`src/hdl/xfer_pkg.sv`:
```
/*
  constants, types and helpers shared by the register-file transfer unit.
  assumes one 10 MHz core clock and a synchronous active-high reset.
*/
// Notes on behaviour
// - operand class, not opcode, picks the file
// - memory ops reach only integer/float files
// - significand and sign/exponent moves both ways
// - whole single/double moves with format conversion
// - deferred-exception tokens converted across files
// - branch writes take hints; reads copy out
// - flag N maps to integer bit N
// - mask: bits 1-15 static, one rotating bit
// - flag 0 reads one, never written
// - flag written only where mask bit set
// - rotation base ignored, treated as zero
// - flag read copies whole bank
// - user mask copy, set and clear
// - user mask is unprivileged state subset
// - monitor read zero unless user enabled
// - read-only identification register copy
// - fetch pointer copied to integer reg
// - float reg 82 bits: sign, exp17, sig64
// - integer into float: canonical exp, sign 0
package xfer_pkg;
  localparam int GR_W = 64;
  localparam int FR_W = 82;
  localparam int NUM_BR = 8;
  localparam int NUM_AR = 8;
  localparam int NUM_PMD = 2;
  localparam int FR_SIGN = 81;
  localparam int FR_EXP_HI = 80;
  localparam int FR_EXP_LO = 64;
  localparam logic [16:0] EXP_INT = 17'h1003E;
  localparam logic [16:0] EXP_SPECIAL = 17'h1FFFF;
  localparam logic [16:0] EXP_S_OFF = 17'h0FF80;
  localparam logic [16:0] EXP_D_OFF = 17'h0FC00;
  localparam logic [10:0] EMAX_S = 11'h0FF;
  localparam logic [10:0] EMAX_D = 11'h7FF;
  localparam logic [63:0] SIG_INT_BIT = 64'h8000000000000000;
  // token value for a deferred exception held in a float register
  localparam logic [81:0] NATVAL = {1'b0, 17'h1FFFE, 64'h0};
  localparam logic [63:0] UM_BITS = 64'h000000000000003F;
  // identification words: arbitrary values
  localparam logic [63:0] CPUID0 = 64'h0000000012345678;
  localparam logic [63:0] CPUID1 = 64'h0000000000000001;
  // avalon byte offsets
  localparam logic [4:0] OFS_CTRL = 5'h00;
  localparam logic [4:0] OFS_STATE = 5'h04;
  localparam logic [4:0] OFS_FLAG_LO = 5'h08;
  localparam logic [4:0] OFS_FLAG_HI = 5'h0C;
  localparam logic [4:0] OFS_COUNT = 5'h10;
  localparam int CTRL_PMD_EN = 0;
  localparam logic CTRL_RESET = 1'b0;
  localparam logic [63:0] FLAG_RESET = 64'h0000000000000001;

  typedef enum logic [3:0] {
    OP_NOP, OP_GETF_EXP, OP_GETF_SIG, OP_GETF_S, OP_GETF_D,
    OP_SETF_EXP, OP_SETF_SIG, OP_SETF_S, OP_SETF_D,
    OP_MOV_TO, OP_MOV_FROM, OP_TO_FLAG_ROT, OP_SET_UM, OP_RESET_UM, OP_MEM
  } op_e;

  typedef enum logic [3:0] {
    CLS_GR, CLS_FR, CLS_BR, CLS_FLAG, CLS_AR, CLS_UM, CLS_PMD, CLS_CPUID, CLS_IP
  } cls_e;

  function automatic logic [63:0] flag_mask(input logic [16:0] imm);
    flag_mask = {{48{imm[16]}}, imm[15:1], 1'b0};
  endfunction

  function automatic logic is_natval(input logic [81:0] fr);
    is_natval = (fr == NATVAL);
  endfunction
endpackage

```
`src/hdl/register_file_transfer_unit.sv`:
```
/*
  transfer unit between integer registers and the flag, branch, application, user
  mask, monitor, identification and float register views, plus an avalon-mm slave.
  assumes the pipeline owns the integer and float files and writes back the result.
*/
`timescale 1ns/1ns
module register_file_transfer_unit (
  // clock and reset
  input  wire logic          core_clk,
  input  wire logic          srst,
  // issue side
  input  wire logic          req_valid,
  input  xfer_pkg::op_e      req_op,
  input  xfer_pkg::cls_e     req_cls,
  input  wire logic [3:0]    req_idx,
  input  wire logic [23:0]   req_imm,
  input  wire logic [63:0]   req_gr,
  input  wire logic          req_gr_nat,
  input  wire logic [81:0]   req_fr,
  input  wire logic [63:0]   req_ip,
  // write-back side
  output logic               rsp_valid,
  output logic [63:0]        rsp_gr,
  output logic               rsp_gr_nat,
  output logic               rsp_gr_we,
  output logic [81:0]        rsp_fr,
  output logic               rsp_fr_we,
  output logic               rsp_illegal,
  output logic               hint_valid,
  output logic [2:0]         hint,
  // avalon-mm slave
  input  wire logic [4:0]    avs_address,
  input  wire logic          avs_read,
  input  wire logic          avs_write,
  input  wire logic [3:0]    avs_byteenable,
  input  wire logic [31:0]   avs_writedata,
  output logic [31:0]        avs_readdata,
  output logic               avs_waitrequest
);
  import xfer_pkg::*;

  typedef struct packed {
    logic [63:0]                flags;
    logic [NUM_BR-1:0][63:0]    jump_target_regs;
    logic [NUM_BR-1:0][2:0]     jump_hints;
    logic [NUM_AR-1:0][63:0]    appl_regs;
    logic [NUM_PMD-1:0][63:0]   pmd;
    logic [63:0]                state_word;
    logic                       pmd_user_en;
    logic                       ack;
    logic [31:0]                rdata;
    logic                       rv;
    logic [63:0]                rgr;
    logic                       rnat;
    logic                       rgr_we;
    logic [81:0]                rfr;
    logic                       rfr_we;
    logic                       rill;
    logic                       hv;
    logic [2:0]                 hint;
  } xfer_s;

  xfer_s       st_r;
  xfer_s       st_nxt;
  logic [81:0] cv_fr;
  logic [63:0] cv_gr;
  logic        cv_nat;
  logic        bus_req;
  logic [63:0] fm;

  fr_convert u_conv (
    .op         (req_op),
    .gr_in      (req_gr),
    .gr_nat_in  (req_gr_nat),
    .fr_in      (req_fr),
    .fr_out     (cv_fr),
    .gr_out     (cv_gr),
    .gr_nat_out (cv_nat)
  );

  assign bus_req = avs_read | avs_write;
  // one wait cycle lets readdata come from a flop
  assign avs_waitrequest = bus_req & ~st_r.ack;
  assign avs_readdata = st_r.rdata;
  assign rsp_valid = st_r.rv;
  assign rsp_gr = st_r.rgr;
  assign rsp_gr_nat = st_r.rnat;
  assign rsp_gr_we = st_r.rgr_we;
  assign rsp_fr = st_r.rfr;
  assign rsp_fr_we = st_r.rfr_we;
  assign rsp_illegal = st_r.rill;
  assign hint_valid = st_r.hv;
  assign hint = st_r.hint;
  assign fm = flag_mask(req_imm[16:0]);

  always_comb begin
    st_nxt = st_r;
    st_nxt.rv = 1'b0;
    st_nxt.rgr = '0;
    st_nxt.rnat = 1'b0;
    st_nxt.rgr_we = 1'b0;
    st_nxt.rfr = '0;
    st_nxt.rfr_we = 1'b0;
    st_nxt.rill = 1'b0;
    st_nxt.hv = 1'b0;
    st_nxt.hint = '0;
    st_nxt.pmd[1] = st_r.pmd[1] + 64'h1;
    // state written here is visible to the very next request
    if (req_valid) begin
      st_nxt.rv = 1'b1;
      st_nxt.pmd[0] = st_r.pmd[0] + 64'h1;
      case (req_op)
        OP_GETF_EXP, OP_GETF_SIG, OP_GETF_S, OP_GETF_D: begin
          st_nxt.rgr = cv_gr;
          st_nxt.rnat = cv_nat;
          st_nxt.rgr_we = 1'b1;
        end
        OP_SETF_EXP, OP_SETF_SIG, OP_SETF_S, OP_SETF_D: begin
          st_nxt.rfr = cv_fr;
          st_nxt.rfr_we = 1'b1;
        end
        OP_MOV_TO: begin
          case (req_cls)
            CLS_BR: begin
              st_nxt.jump_target_regs[req_idx[2:0]] = req_gr;
              st_nxt.jump_hints[req_idx[2:0]] = req_imm[2:0];
              st_nxt.hv = 1'b1;
              st_nxt.hint = req_imm[2:0];
            end
            CLS_FLAG: begin
              // physical bit n, rotation base taken as zero
              st_nxt.flags = (st_r.flags & ~fm) | (req_gr & fm);
              st_nxt.flags[0] = 1'b1;
            end
            CLS_AR: st_nxt.appl_regs[req_idx[2:0]] = req_gr;
            CLS_UM: begin
              st_nxt.state_word = (st_r.state_word & ~UM_BITS) |
                                  (req_gr & UM_BITS);
            end
            default: st_nxt.rill = 1'b1;
          endcase
        end
        OP_TO_FLAG_ROT: begin
          st_nxt.flags = (st_r.flags & ~flag_mask(17'h10000)) |
                         (req_gr & flag_mask(17'h10000));
          st_nxt.flags[0] = 1'b1;
        end
        OP_MOV_FROM: begin
          st_nxt.rgr_we = 1'b1;
          case (req_cls)
            CLS_BR: st_nxt.rgr = st_r.jump_target_regs[req_idx[2:0]];
            CLS_FLAG: st_nxt.rgr = st_r.flags;
            CLS_AR: st_nxt.rgr = st_r.appl_regs[req_idx[2:0]];
            CLS_UM: st_nxt.rgr = st_r.state_word & UM_BITS;
            CLS_PMD: begin
              st_nxt.rgr = st_r.pmd_user_en ? st_r.pmd[req_idx[0]] : 64'h0;
            end
            CLS_CPUID: st_nxt.rgr = req_idx[0] ? CPUID1 : CPUID0;
            CLS_IP: st_nxt.rgr = req_ip;
            default: begin
              st_nxt.rgr_we = 1'b0;
              st_nxt.rill = 1'b1;
            end
          endcase
        end
        OP_SET_UM: begin
          st_nxt.state_word = st_r.state_word |
                              ({40'h0, req_imm} & UM_BITS);
        end
        OP_RESET_UM: begin
          st_nxt.state_word = st_r.state_word &
                              ~({40'h0, req_imm} & UM_BITS);
        end
        OP_MEM: begin
          // other files must be staged through an integer register first
          st_nxt.rill = (req_cls != CLS_GR) && (req_cls != CLS_FR);
        end
        default: st_nxt.rv = 1'b0;
      endcase
    end
    // avalon slave: answer one cycle after the request appears
    st_nxt.ack = bus_req & ~st_r.ack;
    if (bus_req && !st_r.ack) begin
      case (avs_address)
        OFS_CTRL: st_nxt.rdata = {31'h0, st_r.pmd_user_en};
        OFS_STATE: st_nxt.rdata = st_r.state_word[31:0];
        OFS_FLAG_LO: st_nxt.rdata = st_r.flags[31:0];
        OFS_FLAG_HI: st_nxt.rdata = st_r.flags[63:32];
        OFS_COUNT: st_nxt.rdata = st_r.pmd[0][31:0];
        default: st_nxt.rdata = 32'h0;
      endcase
    end
    if (avs_write && st_r.ack && avs_address == OFS_CTRL && avs_byteenable[0]) begin
      st_nxt.pmd_user_en = avs_writedata[CTRL_PMD_EN];
    end
    if (srst) begin
      st_nxt = '0;
      st_nxt.flags = FLAG_RESET;
      st_nxt.pmd_user_en = CTRL_RESET;
    end
  end

  always_ff @(posedge core_clk) begin
    st_r <= st_nxt;
  end

  // checks
  flag_zero_a: assert property (@(posedge core_clk) disable iff (srst)
    st_r.flags[0]) else $error("flag zero cleared");

  flag_keep_a: assert property (@(posedge core_clk) disable iff (srst)
    req_valid && req_op == OP_MOV_TO && req_cls == CLS_FLAG
    |=> (st_r.flags & ~$past(fm)) == ($past(st_r.flags) & ~$past(fm)))
    else $error("unmasked flag changed");

  flag_load_a: assert property (@(posedge core_clk) disable iff (srst)
    req_valid && req_op == OP_MOV_TO && req_cls == CLS_FLAG ##1 !req_valid
    ##1 req_valid && req_op == OP_MOV_FROM && req_cls == CLS_FLAG
    |=> rsp_gr == (($past(req_gr, 3) & $past(fm, 3)) |
                   ($past(st_r.flags, 3) & ~$past(fm, 3))))
    else $error("flag write not seen");

  rot_keep_a: assert property (@(posedge core_clk) disable iff (srst)
    req_valid && req_op == OP_TO_FLAG_ROT
    |=> st_r.flags[15:0] == $past(st_r.flags[15:0]))
    else $error("static flags moved by rotating write");

  flag_read_a: assert property (@(posedge core_clk) disable iff (srst)
    req_valid && req_op == OP_MOV_FROM && req_cls == CLS_FLAG
    |=> rsp_gr_we && rsp_gr == $past(st_r.flags))
    else $error("flag bank read wrong");

  hint_pulse_a: assert property (@(posedge core_clk) disable iff (srst)
    req_valid && req_op == OP_MOV_TO && req_cls == CLS_BR
    |=> hint_valid && hint == $past(req_imm[2:0]))
    else $error("branch hint lost");

  pmd_gate_a: assert property (@(posedge core_clk) disable iff (srst)
    req_valid && req_op == OP_MOV_FROM && req_cls == CLS_PMD && !st_r.pmd_user_en
    |=> rsp_gr == 64'h0 && rsp_gr_we) else $error("monitor read leaked");

  id_ro_a: assert property (@(posedge core_clk) disable iff (srst)
    req_valid && req_op == OP_MOV_TO && req_cls == CLS_CPUID
    |=> rsp_illegal && !rsp_gr_we)
    else $error("identification register written");

  sig_canon_a: assert property (@(posedge core_clk) disable iff (srst)
    req_valid && req_op == OP_SETF_SIG && !req_gr_nat
    |=> rsp_fr_we && rsp_fr[FR_EXP_HI:FR_EXP_LO] == EXP_INT && !rsp_fr[FR_SIGN]
        && rsp_fr[63:0] == $past(req_gr)) else $error("integer not canonical");

  exp_move_a: assert property (@(posedge core_clk) disable iff (srst)
    req_valid && req_op == OP_SETF_EXP && !req_gr_nat
    |=> rsp_fr[81:64] == $past(req_gr[17:0]) && rsp_fr[63:0] == SIG_INT_BIT)
    else $error("exponent move wrong");

  sig_get_a: assert property (@(posedge core_clk) disable iff (srst)
    req_valid && req_op == OP_GETF_SIG && req_fr != NATVAL
    |=> rsp_gr_we && rsp_gr == $past(req_fr[63:0]))
    else $error("significand move wrong");

  single_exp_a: assert property (@(posedge core_clk) disable iff (srst)
    req_valid && req_op == OP_SETF_S && !req_gr_nat && req_gr[30:23] != 8'h00
    && req_gr[30:23] != 8'hFF
    |=> rsp_fr[80:64] == EXP_S_OFF + {9'h000, $past(req_gr[30:23])} && rsp_fr[63])
    else $error("single exponent not rebiased");

  double_exp_a: assert property (@(posedge core_clk) disable iff (srst)
    req_valid && req_op == OP_SETF_D && !req_gr_nat && req_gr[62:52] != 11'h000
    && req_gr[62:52] != 11'h7FF
    |=> rsp_fr[80:64] == EXP_D_OFF + {6'h00, $past(req_gr[62:52])} && rsp_fr[63])
    else $error("double exponent not rebiased");

  nat_conv_a: assert property (@(posedge core_clk) disable iff (srst)
    req_valid && req_gr_nat && (req_op == OP_SETF_S || req_op == OP_SETF_D)
    |=> rsp_fr == NATVAL) else $error("token not converted");

  nat_out_a: assert property (@(posedge core_clk) disable iff (srst)
    req_valid && req_fr == NATVAL && (req_op == OP_GETF_SIG || req_op == OP_GETF_D)
    |=> rsp_gr_nat && rsp_gr == 64'h0)
    else $error("token not raised");

  mem_file_a: assert property (@(posedge core_clk) disable iff (srst)
    req_valid && req_op == OP_MEM
    |=> rsp_illegal == !($past(req_cls) == CLS_GR || $past(req_cls) == CLS_FR))
    else $error("memory file check wrong");

  bad_quiet_a: assert property (@(posedge core_clk) disable iff (srst)
    rsp_illegal |-> !rsp_gr_we && !rsp_fr_we && !hint_valid)
    else $error("write enable with illegal class");

  um_set_a: assert property (@(posedge core_clk) disable iff (srst)
    req_valid && req_op == OP_SET_UM
    |=> (st_r.state_word[5:0] & $past(req_imm[5:0])) == $past(req_imm[5:0]))
    else $error("user mask bits not set");

  um_clear_a: assert property (@(posedge core_clk) disable iff (srst)
    req_valid && req_op == OP_RESET_UM
    |=> (st_r.state_word[5:0] & $past(req_imm[5:0])) == 6'h00)
    else $error("user mask bits not cleared");

  um_only_a: assert property (@(posedge core_clk) disable iff (srst)
    ##1 (st_r.state_word & ~UM_BITS) == ($past(st_r.state_word) & ~UM_BITS))
    else $error("privileged state bits moved");

  ip_copy_a: assert property (@(posedge core_clk) disable iff (srst)
    req_valid && req_op == OP_MOV_FROM && req_cls == CLS_IP
    |=> rsp_gr == $past(req_ip) && rsp_gr_we) else $error("pointer copy wrong");

  nop_quiet_a: assert property (@(posedge core_clk) disable iff (srst)
    req_valid && req_op == OP_NOP |=> !rsp_valid)
    else $error("empty request answered");

  bus_answer_a: assert property (@(posedge core_clk) disable iff (srst)
    bus_req && avs_waitrequest |=> !avs_waitrequest) else $error("bus answer late");
endmodule

```
`src/hdl/fr_convert.sv`:
```
/*
  combinational conversion between integer words and 82-bit float register values.
  assumes the caller registers the outputs; exponents outside the memory range are not
  rounded or trapped.
*/
`timescale 1ns/1ns
module fr_convert (
  // request
  input  xfer_pkg::op_e    op,
  input  wire logic [63:0] gr_in,
  input  wire logic        gr_nat_in,
  input  wire logic [81:0] fr_in,
  // result
  output logic      [81:0] fr_out,
  output logic      [63:0] gr_out,
  output logic             gr_nat_out
);
  import xfer_pkg::*;

  function automatic logic [81:0] to_reg(input logic s, input logic [10:0] e,
      input logic [51:0] f, input logic [10:0] emax, input logic [16:0] off);
    if (e == emax) begin
      to_reg = {s, EXP_SPECIAL, 1'b1, f, 11'h000};
    end else if (e == 11'h000 && f == 52'h0) begin
      to_reg = {s, 17'h00000, 64'h0};
    end else if (e == 11'h000) begin
      to_reg = {s, off + 17'h00001, 1'b0, f, 11'h000};
    end else begin
      to_reg = {s, off + {6'h00, e}, 1'b1, f, 11'h000};
    end
  endfunction

  function automatic logic [63:0] to_mem(input logic [81:0] fr, input logic [16:0] off,
      input logic [10:0] emax, input logic dbl);
    logic [16:0] d;
    logic [10:0] e;
    d = fr[80:64] - off;
    if (fr[80:64] == EXP_SPECIAL) begin
      e = emax;
    end else if (fr[80:64] == 17'h00000 || !fr[63]) begin
      e = 11'h000;
    end else begin
      e = d[10:0];
    end
    if (dbl) begin
      to_mem = {fr[81], e, fr[62:11]};
    end else begin
      to_mem = {32'h0, fr[81], e[7:0], fr[62:40]};
    end
  endfunction

  always_comb begin
    fr_out = '0;
    gr_out = '0;
    gr_nat_out = 1'b0;
    case (op)
      OP_SETF_SIG: fr_out = {1'b0, EXP_INT, gr_in};
      OP_SETF_EXP: fr_out = {gr_in[17], gr_in[16:0], SIG_INT_BIT};
      OP_SETF_S: fr_out = to_reg(gr_in[31], {3'h0, gr_in[30:23]},
                                 {gr_in[22:0], 29'h0}, EMAX_S, EXP_S_OFF);
      OP_SETF_D: fr_out = to_reg(gr_in[63], gr_in[62:52], gr_in[51:0],
                                 EMAX_D, EXP_D_OFF);
      OP_GETF_SIG: gr_out = fr_in[63:0];
      OP_GETF_EXP: gr_out = {46'h0, fr_in[81:64]};
      OP_GETF_S: gr_out = to_mem(fr_in, EXP_S_OFF, EMAX_S, 1'b0);
      OP_GETF_D: gr_out = to_mem(fr_in, EXP_D_OFF, EMAX_D, 1'b1);
      default: gr_out = '0;
    endcase
    // tokens override whatever the value path produced
    if (gr_nat_in && (op == OP_SETF_SIG || op == OP_SETF_EXP ||
                      op == OP_SETF_S || op == OP_SETF_D)) begin
      fr_out = NATVAL;
    end
    if (is_natval(fr_in) && (op == OP_GETF_SIG || op == OP_GETF_EXP ||
                             op == OP_GETF_S || op == OP_GETF_D)) begin
      gr_out = '0;
      gr_nat_out = 1'b1;
    end
  end
endmodule

```
`config.mk`:
```
export PLATFORM = sky130hd
export DESIGN_NAME = register_file_transfer_unit
export DESIGN_NICKNAME = d
export VERILOG_FILES = /design/src/hdl/xfer_pkg.sv /design/src/hdl/register_file_transfer_unit.sv /design/src/hdl/fr_convert.sv
export SDC_FILE = /design/constraint.sdc
export NUM_CORES = 2
export LEC_CHECK = 0
export ABC_AREA = 1
export ABC_CLOCK_PERIOD_IN_PS = 2200
export BUFFER_PORTS_ARGS = -buffer_cell sky130_fd_sc_hd__buf_4
export CAP_MARGIN = 10
export CORE_UTILIZATION = 45
export CTS_BUF_LIST = sky130_fd_sc_hd__clkbuf_8
export CTS_CLUSTER_DIAMETER = 60
export DETAILED_ROUTE_END_ITERATION = 8
export PLACE_DENSITY_LB_ADDON = 0.3
export SLEW_MARGIN = 25
export SYNTH_ARGS = -nofsm -noshare
export SYNTH_HDL_FRONTEND = slang
export SYNTH_SLANG_ARGS = --single-unit
```
`constraint.sdc`:
```
create_clock -name core_clk -period 2.2 [get_ports core_clk]
set_clock_uncertainty 0.05 [all_clocks]
set_input_delay 0.22 -clock core_clk [delete_from_list [all_inputs] [get_ports core_clk]]
set_output_delay 0.22 -clock core_clk [all_outputs]
set_load 0.02 [all_outputs]
```
# After elaboration in Yosys (flattened, before gate mapping)
# Cells that the tools add are included.
[word_totals]
regBits = 1469
latchBits = 0
ram_bits = 0
rom_bits = 0
input_bits = 293
out_inout_bits = 188
mem_count = 0
[op_classes]
n_addsub = 6
n_mul = 0
n_div = 0
n_lt_le_gt_ge = 3
eq_ne = 32
shift = 0
n_mux = 42
bitwise = 17
n_reduce_logical = 43
[ops]
columns = ["operator", "count"]
rows = [
  ["512-bit bitwise mux", 2],
  ["64-bit two-way mux", 9],
  ["81-bit two-way mux", 7],
  ["64-bit case mux with 7 select lines", 1],
  ["64-bit binary-select mux with 3-bit select", 2],
  ["82-bit case mux with 4 select lines", 1],
  ["64-bit case mux with 2 select lines", 2],
  ["64-bit case mux with 4 select lines", 1],
  ["64-bit bitwise AND", 3],
  ["64-bit demux with 3-bit select", 1],
  ["64-bit case mux with 3 select lines", 1],
  ["32-bit case mux with 5 select lines", 1],
  ["64-bit by 1-bit adder with 64-bit output (second input constant)", 2],
  ["64-bit by 6-bit OR with 64-bit output", 2],
  ["82-bit by 81-bit == test with 1-bit output (second input constant)", 1],
  ["6-bit NOT with 64-bit output", 1],
  ["64-bit NOT", 1],
  ["16-bit by 64-bit OR with 64-bit output", 1],
  ["64-bit OR", 1],
  ["52-bit zero test", 1],
  ["4-bit by 3-bit == test with 1-bit output (second input constant)", 8],
  ["4-bit == test (second input constant)", 8],
  ["29-bit two-way mux", 1],
  ["23-bit zero test", 1],
  ["other kinds (42)", 84],
]

# Depth between registers and ports, before layout
[depth]
ltp_word = 7
mapped_depth = 14
mapped_depth_nobuf = 12

# By module
# From an unflattened synthesis, not the netlist that was laid out.
[unflattened]
cells_unflattened = 11329
area_unflattened_um2 = 70842.9
[by_module_without_submodules]
columns = ["mod", "n_inst", "cells_per_inst", "area_each_um2"]
rows = [
  ["register_file_transfer_unit", 1, 10590, 67382.1],
  ["fr_convert", 1, 739, 3460.8],
]

# Least setup slack after synthesis
# No wires, ideal clock.
[synth_path]
path_type = "flip-flop to flip-flop"
startpoint = "reg st_r[253] in the netlist's numbering"
endpoint = "reg st_r[283] in the netlist's numbering"
setup_ps = 120
t_arrival_ps = 1626
required_ps = 2030
path_slack_ps = 404
stages_incl_launch_ff = 9
synth_period_minus_slack_ps = 1796
path_cell_list = "dfxtp_1 ha_1 nand3_1 nor2_1 nand2_1 nor3_1 nand3_1 o21ai_0 a21oi_1"
[synth_between]
elab_chain_cells = 1
[synth_rtl]
columns = ["element", "line", "text"]
rows = [
  ["start, declared", "register_file_transfer_unit.sv:63", "xfer_s st_r;"],
  ["start signal, assigned", "register_file_transfer_unit.sv:204", "st_r <= st_nxt;"],
  ["64-bit by 1-bit adder with 64-bit output", "register_file_transfer_unit.sv:111", "st_nxt.pmd[0] = st_r.pmd[0] + 64'h1;"],
]
# No other way between the ends.
# A chain may end at the register's enable or synchronous reset.

# Final worst setup path
[layout_path]
startpoint = "in req_gr_nat"
endpoint = "reg st_r (netlist bit rsp_fr[14])"
[layout_between]
elab_chain_cells = 2
[layout_rtl]
columns = ["element", "line", "text"]
rows = [
  ["start, declared", "register_file_transfer_unit.sv:18", "input wire logic req_gr_nat,"],
  ["1-bit logical AND", "fr_convert.sv:70", "if (gr_nat_in && (op == OP_SETF_SIG || op == OP_SETF_EXP ||"],
  ["4-bit OR reduction (no source line)", "n/a", ""],
]
# No other way between the ends.

==> impl_metrics.env <==
export IMPL_status="complete, but fails checks"
export IMPL_violations="negative setup slack"
export IMPL_tightest_slew_ns=0.825
export IMPL_dr_pass1_iters=7
export IMPL_holdPathStages=6
export IMPL_power_leakage_nw=37.8
export IMPL_startpoint_type="input port"
export IMPL_cts_buffer_depth=3
export IMPL_hold_viol_final=0
export IMPL_setup_slack_ns=-0.0444
export IMPL_synth_area_per_cell_um2=6.56
export IMPL_area_growth_pct=25.7
export IMPL_critPathMaxFanout=4
export IMPL_critPathMaxStageDelay_ns=0.65
export IMPL_drt_iter0_drc=9872
export IMPL_syn_area_um2=67600
export IMPL_drc=0
export IMPL_cp_required_ns=3.15
export IMPL_netlist_instances=10300
export IMPL_slew_headroom=0.448
export IMPL_arrival_ns=3.20
export IMPL_row_count=141
export IMPL_syn_nets=10600
export IMPL_clock_latency_ns=1.06
export IMPL_synthFlopType="dfxtp_1"
export IMPL_path_clk_slew_ns=0.07
export IMPL_overflow=0
export IMPL_final_nets=11400
export IMPL_slew_violations=0
export IMPL_grt_first_pass_wirelength_mm=456
export IMPL_ant_nets=0
export IMPL_core_um2=148000
export IMPL_grt_usage=0.398
export IMPL_rsz0062_at_grt="yes"
export IMPL_final_area_um2=85000
export IMPL_die_w_um=390
export IMPL_dieHeight_um=390
export IMPL_dieArea_um2=152000
export IMPL_synth_edf_count=0
export IMPL_htreeDepth=4
export IMPL_reg2reg_depth=10
export IMPL_dpl_cell_area_um2=76200
export IMPL_final_layout_size_suffix_gt1_frac=0.145
export IMPL_worst_path_stages=8
export IMPL_setup_tns_final_ns=-0.101
export IMPL_path_class="input port to flip-flop"
export IMPL_synth_cell_types=51
export IMPL_grt_max_degree=97
export IMPL_path_common_cell="dlygate4sd3_1"
export IMPL_vias=75900
export IMPL_pin_count=481
export IMPL_viasPerCell=5.71
export IMPL_io_buffers=438
export IMPL_cts_buffers=237
export IMPL_layout_min_cycle_time_ns=2.24
export IMPL_powerDensity_nw_per_um2=653
export IMPL_routed_wl_mm=312
export IMPL_setup_viol=5
export IMPL_hold_slack_ns=0.00131
export IMPL_path_buf_inv=5
export IMPL_yosysWarnings=0
export IMPL_critical_path_slowest_cell="dlygate4sd3_1"
export IMPL_cts_tree="built"
export IMPL_yosysSeqAreaShare=0.418
export IMPL_async_flop_share=0
export IMPL_start_util=0.456
export IMPL_cts_sinks=1410
export IMPL_dp_hpwl_mm=220
export IMPL_root_buffer="clkbuf_8"
export IMPL_grt_pass1_vias=70200
export IMPL_max_freq_ghz=0.446
export IMPL_peakVddDrop_mv=0.589
export IMPL_synth_seq_cells=1410
export IMPL_hp_class="input port to flip-flop"
export IMPL_cp_top_family="buffers and inverters"
export IMPL_antenna_found_initial=19
export IMPL_fin_crit_sh=1.02
export IMPL_place_congestion=1.11
export IMPL_end_kind="flip-flop"
export IMPL_path_cells="dlygate4sd3_1, buf_4, dlygate4sd3_1, nor2_4, dlygate4sd3_1, nand3_1, dlygate4sd3_1, nand2_1"
export IMPL_post_drt_wl_per_cell_um=23.5
export IMPL_power_w=0.0555
export IMPL_drv_cap=0
-- per-layer routing --
| metal | wire (um) | GRT usage | share of wire |
|---|---|---|---|
| met1 | 122000 | 0.507 | 0.39 |
| met2 | 132000 | 0.589 | 0.42 |
| met3 | 34600 | 0.0992 | 0.11 |
| met4 | 24500 | 0.276 | 0.078 |
| met5 | 102 | 0 | 0.00033 |
-- registers in the layout, summed over array words and instances (netlist names), named ones only --
| signal | count |
|---|---|
| hint_valid | 1 |
| rsp_gr_we | 1 |
| rsp_illegal | 1 |
| rsp_fr | 82 |
| hint | 3 |
| rsp_fr_we | 1 |
| avs_readdata | 32 |
| rsp_gr_nat | 1 |
| rsp_valid | 1 |
| st_r | 1175 |
| rsp_gr | 64 |
-- path summary, 6_finish.rpt --
path               from         end  slack (ns)
max reg2reg   st_r[188]  rsp_gr[60]       -0.03
min           req_op[3]   rsp_fr[1]       0.001
min reg2reg   st_r[685]   st_r[685]        0.40
max          req_gr_nat  rsp_fr[14]       -0.04
-- synthesized netlist by cell type, drive strengths merged (8+ instances only) --
cell type,count,area share
a21oi,1264,0.094
buf,537,0.048
o2111ai,16,0.0021
a211oi,8,0.00089
nor3,108,0.0080
o21a,14,0.0016
inv,376,0.021
a221oi,8,0.0010
nand4,57,0.0053
nand2,3770,0.21
nor2,666,0.040
or2,17,0.0016
o211ai,15,0.0017
dfxtp,1410,0.42
clkinv,46,0.0026
nand3,271,0.020
a31oi,29,0.0042
o21ai,1202,0.089
clkbuf,402,0.023
o22ai,41,0.0038
-- layout make-up --
type / count / area, um2
diodes: 8 / 20.0
clock buffers: 312 / 4290
clock inverters: 125 / 871
fillers: 13900 / 63400
inverters: 422 / 1620
multi-input cells: 7530 / 33200
flip-flops and latches: 1410 / 28200
well taps: 2002 / 2500
repair buffers: 1474 / 14300
-- where the power goes --
| group | internal (W) | switching [W] |
|---|---|---|
| Sequential | 0.0256 | 0.0000361 |
| Combinational | 0.00153 | 0.00301 |
| Clock | 0.0135 | 0.0118 |
| Total | 0.0406 | 0.0149 |
-- repair_timing --
item	in CTS	in global routing
resized for setup	2	50
endpoints found under the hold margin	1277	0
setup endpoints to repair	2	68
setup buffers	0	9
hold buffers	342	0
pin swaps	0	6
-- cell usage in the layout, fill, tap and decap left out, types with 184 or more instances in the layout --
cell / instances
dlygate4sd3_1: 333
buf_12: 184
nor2_1: 624
buf_4: 947
a21oi_1: 1259
nand2_1: 3754
inv_1: 425
o21ai_0: 1133
dfxtp_1: 1409
nand3_1: 266
clkbuf_8: 312
-- worst register-to-register path: stages, from the launching register on --
cell and delay, ns:
dfxtp_1 0.37, nand3_1 0.14, nor2_4 0.26, buf_6 0.23
nand2_1 0.11, nand2_1 0.10, a21oi_1 0.11, buf_4 0.20
nand3_1 0.15, nand2_1 0.12, a21oi_1 0.25
-- kinds of logic (layout without fill, tap and decap cells) --
| family | count (synthesis) | count (layout) | synth area share |
|---|---|---|---|
| buffers and inverters | 1361 | 2333 | 0.0943 |
| adder cells (fa/ha/maj) | 2 | 2 | 0.000370 |
| XOR/XNOR | 10 | 10 | 0.00130 |
| AO/OA/AOI/OAI | 2612 | 2612 | 0.200 |
| flip-flops | 1410 | 1410 | 0.418 |
| other | 0 | 8 | 0 |
| AND/OR/NAND/NOR | 4906 | 4906 | 0.286 |
-- metrics by stage --
stage / instances / util / setup WS (ns)
floorplan: 10300 / - / 0.404
global placement: 12500 / 0.513 / -0.453
detailed placement: 12500 / 0.513 / -0.428
CTS: 13300 / 0.571 / 0.00512
global route: 13300 / 0.573 / -0.0704
finish: 13300 / 0.573 / -0.0444
No activity file was read; power rests on OpenSTA's default activity.
